==> src/rtl/sdt_pkg.sv <==
// Operation
// - Eight-bit down counter, readable and writable; written value kept for reloading.
// - After a count write and start set, counting begins from the loaded value.
// - Underflow past zero raises an interrupt request toward the CPU.
// - After exception handling ends, counting restarts from the stored count value.
// - A newly written count value replaces the earlier starting point.
// - Underflow interval spans 1 to 256 counter input clocks.
// - Chip clock supply bit at one forwards oscillator clock to whole chip.
// - Chip clock supply bit at zero withholds chip clock; subtimer keeps running.
// - Counter input clock comes from software-set prescaler on oscillator output.
// - Oscillator output is also offered as the watchdog input clock.
package sdt_pkg;
    localparam logic [11:0] ADDR_COUNT = 12'h000;
    localparam logic [11:0] ADDR_CTRL = 12'h004;
    localparam logic [11:0] ADDR_DIV = 12'h008;
    localparam logic [11:0] ADDR_STAT = 12'h00c;
    localparam logic [11:0] ADDR_MASK = 12'h010;
    localparam logic [11:0] ADDR_LIVE = 12'h014;
    localparam int CTRL_START_BIT = 0;
    localparam int CTRL_CLKSUP_BIT = 1;
    localparam int STAT_UNDER_BIT = 0;
    localparam int STAT_RELOAD_BIT = 1;
    localparam int DIV_W = 3;
    localparam logic [7:0] COUNT_RST = 8'h00;
    localparam logic [1:0] CTRL_RST = 2'h2;
    localparam logic [2:0] DIV_RST = 3'h0;
    localparam logic [1:0] MASK_RST = 2'h0;
    localparam logic [7:0] PRE_RST = 8'h00;
    typedef enum logic [1:0] {SDT_IDLE, SDT_RUN, SDT_WAIT} sdt_state_e;
endpackage : sdt_pkg

==> src/rtl/sdt_prescaler.sv <==
`timescale 1ns/1ns
// Divides oscillator ticks by 2^(div_sel+1), one-cycle tick out
module sdt_prescaler (
    input wire logic pclk,
    input wire logic presetn,
    input wire logic osc_tick,
    input wire logic run,
    input wire logic [sdt_pkg::DIV_W-1:0] div_sel,
    output logic cnt_tick
);
    logic [7:0] pre_r;
    logic [7:0] pre_nxt;
    logic cnt_tick_nxt;

    // Mask of low bits covering one full divided period
    function automatic logic [7:0] mask_of(input logic [sdt_pkg::DIV_W-1:0] sel);
        mask_of = 8'hff >> (3'h7 - sel);
    endfunction : mask_of

    // Free-running divider; held clear while stopped so periods start aligned
    always_comb begin
        pre_nxt = pre_r;
        cnt_tick_nxt = 1'b0;
        if (!run) begin
            pre_nxt = sdt_pkg::PRE_RST;
        end else if (osc_tick) begin
            pre_nxt = pre_r + 8'h01;
            cnt_tick_nxt = (pre_r[div_sel] == 1'b1) && ((pre_nxt & mask_of(div_sel)) == 8'h00);
        end
    end

    always_ff @(posedge pclk or negedge presetn) begin
        if (!presetn) begin
            pre_r <= sdt_pkg::PRE_RST;
            cnt_tick <= 1'b0;
        end else begin
            pre_r <= pre_nxt;
            cnt_tick <= cnt_tick_nxt;
        end
    end
endmodule : sdt_prescaler

==> src/rtl/sdt_subtimer.sv <==
`timescale 1ns/1ns
module sdt_subtimer (
    input wire logic pclk,
    input wire logic presetn,
    input wire logic psel,
    input wire logic penable,
    input wire logic pwrite,
    input wire logic [11:0] paddr,
    input wire logic [31:0] pwdata,
    output logic [31:0] prdata,
    output logic pready,
    output logic pslverr,
    input wire logic osc_tick,
    input wire logic exc_done,
    output logic irq,
    output logic chip_clk_en,
    output logic wdt_osc_tick
);
    logic [7:0] subtimer_count_value_r, subtimer_count_value_nxt;
    logic [7:0] live_r, live_nxt;
    logic [1:0] subtimer_control_r, subtimer_control_nxt;
    logic [sdt_pkg::DIV_W-1:0] subtimer_clock_divider_r, subtimer_clock_divider_nxt;
    logic [1:0] stat_r, stat_nxt;
    logic [1:0] mask_r, mask_nxt;
    logic [31:0] prdata_nxt;
    logic chip_clk_en_nxt, wdt_nxt;
    sdt_pkg::sdt_state_e state_r, state_nxt;
    logic cnt_tick, wr, rd, ev_under, ev_reload;

    // Zero wait state slave, every access completes in its access phase
    assign pready = 1'b1;
    assign wr = psel && penable && pwrite;
    assign rd = psel && penable && !pwrite;
    assign irq = |(stat_r & mask_r);

    function automatic logic hit(input logic [11:0] a, input logic [11:0] r);
        hit = (a == r);
    endfunction : hit

    // Unmapped addresses answer with an error
    assign pslverr = psel && penable && !(hit(paddr, sdt_pkg::ADDR_COUNT)
        || hit(paddr, sdt_pkg::ADDR_CTRL) || hit(paddr, sdt_pkg::ADDR_DIV)
        || hit(paddr, sdt_pkg::ADDR_STAT) || hit(paddr, sdt_pkg::ADDR_MASK)
        || hit(paddr, sdt_pkg::ADDR_LIVE));

    sdt_prescaler u_pre (
        .pclk(pclk),
        .presetn(presetn),
        .osc_tick(osc_tick),
        .run(subtimer_control_r[sdt_pkg::CTRL_START_BIT]),
        .div_sel(subtimer_clock_divider_r),
        .cnt_tick(cnt_tick)
    );

    // Counter sequencing and register writes
    always_comb begin
        subtimer_count_value_nxt = subtimer_count_value_r;
        subtimer_control_nxt = subtimer_control_r;
        subtimer_clock_divider_nxt = subtimer_clock_divider_r;
        mask_nxt = mask_r;
        live_nxt = live_r;
        state_nxt = state_r;
        ev_under = 1'b0;
        ev_reload = 1'b0;
        if (wr && hit(paddr, sdt_pkg::ADDR_COUNT)) begin
            subtimer_count_value_nxt = pwdata[7:0];
        end
        if (wr && hit(paddr, sdt_pkg::ADDR_CTRL)) begin
            subtimer_control_nxt = pwdata[1:0];
        end
        if (wr && hit(paddr, sdt_pkg::ADDR_DIV)) begin
            subtimer_clock_divider_nxt = pwdata[sdt_pkg::DIV_W-1:0];
        end
        if (wr && hit(paddr, sdt_pkg::ADDR_MASK)) begin
            mask_nxt = pwdata[1:0];
        end
        case (state_r)
            sdt_pkg::SDT_IDLE: begin
                if (subtimer_control_r[sdt_pkg::CTRL_START_BIT]) begin
                    live_nxt = subtimer_count_value_r;
                    state_nxt = sdt_pkg::SDT_RUN;
                end
            end
            sdt_pkg::SDT_RUN: begin
                if (wr && hit(paddr, sdt_pkg::ADDR_COUNT)) begin
                    live_nxt = pwdata[7:0];
                end else if (cnt_tick) begin
                    // Value N gives N+1 ticks to underflow, so 0..255 maps to 1..256
                    if (live_r == 8'h00) begin
                        ev_under = 1'b1;
                        state_nxt = sdt_pkg::SDT_WAIT;
                    end else begin
                        live_nxt = live_r - 8'h01;
                    end
                end
            end
            sdt_pkg::SDT_WAIT: begin
                // Stays parked at zero until the handler finishes
                if (exc_done) begin
                    live_nxt = subtimer_count_value_r;
                    ev_reload = 1'b1;
                    state_nxt = sdt_pkg::SDT_RUN;
                end
            end
            default: begin
                state_nxt = sdt_pkg::SDT_IDLE;
            end
        endcase
        if (!subtimer_control_nxt[sdt_pkg::CTRL_START_BIT]) begin
            state_nxt = sdt_pkg::SDT_IDLE;
        end
    end

    // Sticky status: set beats the read clear
    always_comb begin
        stat_nxt = stat_r;
        // Clear only what the read reported; a set landing after setup survives
        if (rd && hit(paddr, sdt_pkg::ADDR_STAT)) begin
            stat_nxt = stat_r & ~prdata[1:0];
        end
        stat_nxt[sdt_pkg::STAT_UNDER_BIT] = stat_nxt[sdt_pkg::STAT_UNDER_BIT] | ev_under;
        stat_nxt[sdt_pkg::STAT_RELOAD_BIT] = stat_nxt[sdt_pkg::STAT_RELOAD_BIT] | ev_reload;
    end

    // Read mux and clock gating outputs
    always_comb begin
        prdata_nxt = 32'h0000_0000;
        if (psel && !penable && !pwrite) begin
            if (hit(paddr, sdt_pkg::ADDR_COUNT)) prdata_nxt[7:0] = subtimer_count_value_r;
            if (hit(paddr, sdt_pkg::ADDR_CTRL)) prdata_nxt[1:0] = subtimer_control_r;
            if (hit(paddr, sdt_pkg::ADDR_DIV)) prdata_nxt[2:0] = subtimer_clock_divider_r;
            if (hit(paddr, sdt_pkg::ADDR_STAT)) prdata_nxt[1:0] = stat_r;
            if (hit(paddr, sdt_pkg::ADDR_MASK)) prdata_nxt[1:0] = mask_r;
            if (hit(paddr, sdt_pkg::ADDR_LIVE)) prdata_nxt[7:0] = live_r;
        end else if (psel && penable) begin
            prdata_nxt = prdata;
        end
        chip_clk_en_nxt = subtimer_control_r[sdt_pkg::CTRL_CLKSUP_BIT];
        wdt_nxt = osc_tick;
    end

    always_ff @(posedge pclk or negedge presetn) begin
        if (!presetn) begin
            subtimer_count_value_r <= sdt_pkg::COUNT_RST;
            live_r <= sdt_pkg::COUNT_RST;
            subtimer_control_r <= sdt_pkg::CTRL_RST;
            subtimer_clock_divider_r <= sdt_pkg::DIV_RST;
            stat_r <= 2'h0;
            mask_r <= sdt_pkg::MASK_RST;
            state_r <= sdt_pkg::SDT_IDLE;
            prdata <= 32'h0000_0000;
            chip_clk_en <= 1'b1;
            wdt_osc_tick <= 1'b0;
        end else begin
            subtimer_count_value_r <= subtimer_count_value_nxt;
            live_r <= live_nxt;
            subtimer_control_r <= subtimer_control_nxt;
            subtimer_clock_divider_r <= subtimer_clock_divider_nxt;
            stat_r <= stat_nxt;
            mask_r <= mask_nxt;
            state_r <= state_nxt;
            prdata <= prdata_nxt;
            chip_clk_en <= chip_clk_en_nxt;
            wdt_osc_tick <= wdt_nxt;
        end
    end
endmodule : sdt_subtimer

==> config.mk <==
export PLATFORM = sky130hd
export DESIGN_NAME = sdt_subtimer
export DESIGN_NICKNAME = d
export VERILOG_FILES = /design/src/rtl/sdt_pkg.sv /design/src/rtl/sdt_prescaler.sv /design/src/rtl/sdt_subtimer.sv
export SDC_FILE = /design/constraint.sdc
export NUM_CORES = 1
export LEC_CHECK = 0
export ABC_AREA = 1
export BUFFER_PORTS_ARGS = -buffer_cell sky130_fd_sc_hd__clkbuf_2
export CAP_MARGIN = 5
export CORE_AREA = 5 5 87 89
export DETAILED_ROUTE_END_ITERATION = 7
export DIE_AREA = 0 0 92 94
export PLACE_DENSITY = 0.87
export SKIP_LAST_GASP = 1
export SYNTH_ARGS = -nofsm -noshare
export SYNTH_HDL_FRONTEND = slang
export SYNTH_SLANG_ARGS = --single-unit
==> constraint.sdc <==
create_clock -name pclk -period 1.5 [get_ports pclk]
set_input_delay 0.075 -clock pclk [delete_from_list [all_inputs] [get_ports pclk]]
set_output_delay 0.075 -clock pclk [all_outputs]
set_load 0.03 [all_outputs]
==> results <==
- In the layout the commonest cells are sky130_fd_sc_hd__nand2_1, sky130_fd_sc_hd__inv_1, sky130_fd_sc_hd__dfrtp_1.
- The global-route wire length before repair is 13,500 µm.
- Dividing the detail-routed wire length by the instance count gives 13.7 µm.
- The count of endpoints failing hold in the final timing report is 0.
- Summed over all cells, the static leakage comes to 1.99 nW.
- The die span in y is 94 µm.
- The number of storage elements in the synthesis netlist is 46.
- The share of cell area taken by muxes after synthesis is 0%.
- The total global-route track usage is 19.4%.
- The classification of the worst-slack hold path is in2reg.
- The endpoint type of the worst setup path is a flip-flop.
- Along the worst path, the maximum fanout reaches 6.
- The ratio of cells with drive above 1 in the final layout is 25.8%.
- By area, the combinational part of the netlist is dominated by simple AND/OR/NAND/NOR gates.
- Measured on the finished design, the core utilization comes to 56.8%.
- Setup repair after global routing could not meet its margin everywhere.
- The predominant post-synthesis flop cell is sky130_fd_sc_hd__dfrtp_1.
- The worst path uses 98.0% of the clock period.
- The count of inserted antenna diode cells is 0.
- Entering global routing, the biggest net connects 20 pins.
- The average cell area after synthesis is 7.15 µm².
- The standard cell core area is 6680 µm².
- The critical path crosses 10 cells after its start point.
- The post-synthesis compound-gate area fraction is 10.4%.
- Total power for the finished layout comes to 2.43 mW.
- For this run, the number of Yosys warnings is 0.
- The number of cells in the design after placement is 572.
- STA classifies the critical path startpoint as a flip-flop.
- The buffer type at the clock tree root is sky130_fd_sc_hd__clkbuf_8.
- The worst hold path passes through 3 cells.
- The number of standard cells after synthesis is 437.
- The number of failing setup endpoints in the final timing report is 0.
- Net switching is 26.4% of the power.
- The critical path ends at live_r[7].
- The count of flip-flops with a built-in enable after synthesis is 0.
- The setup slack of the worst register-to-register path is 0.03 ns.
- The depth of the worst register-to-register path is 10.
- In the routed design, unresolved DRC markers number 0.
- The overall via count from detail_route is 2,998.
- The post-synthesis cell area is 3130 µm².
- The initial antenna violation count is 0.
- Cell internal power was estimated by the tool at 1.79 mW.
- The required time of the worst setup path is 1.70 ns.
- The combinational fraction of design power is 12.1%.
- The post-detailed-route via-to-cell ratio is 5.10.
- For this design the total switching power over the nets is 0.641 mW.
- The global placement routability congestion is 0.957.
- The number of primary I/O pins is 88.
- The layout filler cell count is 602.
- The synthesized netlist devotes 32.9% of its cell area to simple gates.
- The HPWL after detailed placement is 5990 µm.
- The starting utilization of the core area is 46.8%.
- For this run, the top clock speed supported by timing is 681 MHz.
- The clock drives 46 sinks.
- The distinct cell type count after synthesis is 36.
- The final critical path time including I/O delays and setup is 1.47 ns.
- The peak supply drop is 551 µV.
- Relative to the synthesized area, the layout overhead comes to 21.4%.
- The parity-gate share of the synthesized area counting xor and xnor cells is 1.96%.
- The clock passes through at most 2 buffers.
- The worst register-to-register path ends at live_r[7].
- The first-pass iteration count of the detailed router is 4.
- The library cell used most frequently in the layout, excluding fill and tap cells, is sky130_fd_sc_hd__nand2_1.
- The number of slew-limit violations in the final report is 0.
- The worst clock skew is 0.00688 ns.
- Traced cell by cell, the critical path runs through inv_2 > ha_4 > nand3_4 > nor2_4 > nand3_2 > nand2_4 > nor2_8 > buf_12 > nand2_2 > o21ai_2.
- The number of global-route vias before repair is 3,057.
- TritonCTS built the clock tree.
- The register clock-pin slew on the reported worst setup and hold paths is 0.09 ns.
- The share of async-settable or async-resettable flops after synthesis is 100%.
- In this run the remaining antenna-violating nets after routing total 0.
- The post-synthesis share of cell area spent on full adders, half adders and majority gates is 2.80%.
- Across the run, the number of max-cap violations was 0.
- The number of standard-cell rows in the floorplan is 30.
- For this run, the register share of the synthesized area comes to 36.9%.
- The clock reaches the later pin of the worst-skew pair after 0.30 ns.
- For this run, the number of standard cells in the final layout without fillers is 588.
- Together, buffers and inverters on the worst path number 2.
- The die area is 8650 µm².
- The final sum of negative setup slack is 0 ns.
- The DRC violation total after the first TritonRoute iteration is 150.
- The slowest stage of the critical path is the sky130_fd_sc_hd__dfrtp_1 cell.
- The wire length reported by the detailed router is 8060 µm.
- Data on the critical path arrives at its endpoint at 1.67 ns.
- The clock network is responsible for 36.5% of the overall power.
- The origin of the worst setup path is live_r[1].
- For this run the aggregate overflow at the end of global routing stands at 0.
- Power spread over the standard cell area amounts to 641 nW/µm².
- In this run the critical register-to-register path is launched from live_r[1].
- The die extent in x is 92 µm.
- The worst hold path begins at exc_done.
- The net total in the final layout is 565.
- The delay contributed by the slowest stage of the critical path is 0.41 ns.
- The category of the most critical setup path is reg2reg.
- Hold is met by 0.0342 ns.
- The total CTS buffers is 5.
- The dominant delay contributor by cell family on the critical path is simple AND/OR/NAND/NOR gates.
- The count of buffers from port buffering is 38.
- The run finished with clean final reports.
- Sequential cells burn 51.4% of the power.
- The count of H-tree levels built during CTS is 2.
## synthesized netlist by cell type (all sizes together), types with 6 or more instances
library cell / instances / share of area, %
nand2: 134 / 17
inv: 58 / 7.0
dfrtp: 44 / 35
nand3: 44 / 7.6
nor2: 40 / 7.1
o21ai: 33 / 5.5
buf: 30 / 7.2
a21oi: 8 / 1.3
ha: 7 / 2.8
o21bai: 6 / 1.4
o22ai: 6 / 1.2
xor2: 6 / 1.7
## area by class of cell
| type | instances | area (µm²) | share of cell area (%) |
|---|---|---|---|
| Sequential cell | 46 | 1150 | 30.4 |
| Inverter | 59 | 228 | 6.00 |
| Clock buffer | 8 | 110 | 2.90 |
| Multi-Input combinational cell | 322 | 1730 | 45.6 |
| Timing Repair Buffer | 73 | 470 | 12.4 |
| Tap cell | 80 | 100 | 2.64 |
## worst reg2reg max path: stages, from the launching register on
cell and delay [ns]:
sky130_fd_sc_hd__dfrtp_1 0.41, sky130_fd_sc_hd__inv_2 0.09, sky130_fd_sc_hd__ha_4 0.14, sky130_fd_sc_hd__nand3_4 0.10
sky130_fd_sc_hd__nor2_4 0.13, sky130_fd_sc_hd__nand3_2 0.11, sky130_fd_sc_hd__nand2_4 0.10, sky130_fd_sc_hd__nor2_8 0.05
sky130_fd_sc_hd__buf_12 0.14, sky130_fd_sc_hd__nand2_2 0.07, sky130_fd_sc_hd__o21ai_2 0.05
## registers in the layout, indices dropped and copies added (netlist names)
register,cells
state_r,2
subtimer_control_r,2
prdata,8
mask_r,2
u_pre.pre_r,8
subtimer_count_value_r,8
live_r,8
chip_clk_en,1
stat_r,2
u_pre.cnt_tick,1
subtimer_clock_divider_r,3
wdt_osc_tick,1
## cells by family (layout without fill, tap and decap cells)
group                    count (synthesis)  after routing
AO/OA/AOI/OAI                           57             57
XOR/XNOR                                 7              7
adder cells (fa/ha/maj)                  7              7
buffers and inverters                   92            140
flip-flops                              46             46
other                                    2             25
AND/OR/NAND/NOR                        226            226
## worst min path at each step
stage | to
global route | subtimer_count_value_r[2]
detailed placement | u_pre.pre_r[6]
global placement | u_pre.pre_r[6]
CTS | stat_r[1]
finish | stat_r[1]
floorplan | live_r[0]
## what timing repair did
item | 4_1_cts | 5_1_grt
hold endpoints to repair | 12 | 0
pin swaps | 5 | 12
setup endpoints to repair | 10 | 11
hold buffers | 2 | 0
buffers inserted | 2 | 4
gates resized for setup | 15 | 28
## stage by stage
stage	setup slack [ns]	area [µm²]
after global routing	-0.0636	3790
after global placement	0.0267	3480
after floorplan	0.103	3210
after CTS	-0.00743	3670
after detailed placement	-0.0604	3480
final	0.0306	3790
## metal layers
| layer | routed length, µm | track usage, % | share of wire, % | vias up |
|---|---|---|---|---|
| met2 | 4230 | 34.5 | 53 | 94 |
| met5 | 0 | 0 | 0 | - |
| li1 | - | - | - | 1467 |
| met3 | 401 | 3.45 | 5.0 | 26 |
| met1 | 3140 | 22.0 | 39 | 1411 |
| met4 | 282 | 10.4 | 3.5 | 0 |
## power groups by stage
stage | logic, mW | registers (mW) | clock network [mW]
after floorplan | 0.212 | 1.28 | 0
after global placement | 0.268 | 1.27 | 0
after detailed placement | 0.274 | 1.27 | 0
after CTS | 0.283 | 1.25 | 0.906
after global routing | 0.322 | 1.25 | 0.970
final | 0.295 | 1.25 | 0.887
Power figures use the tool's default switching activity.
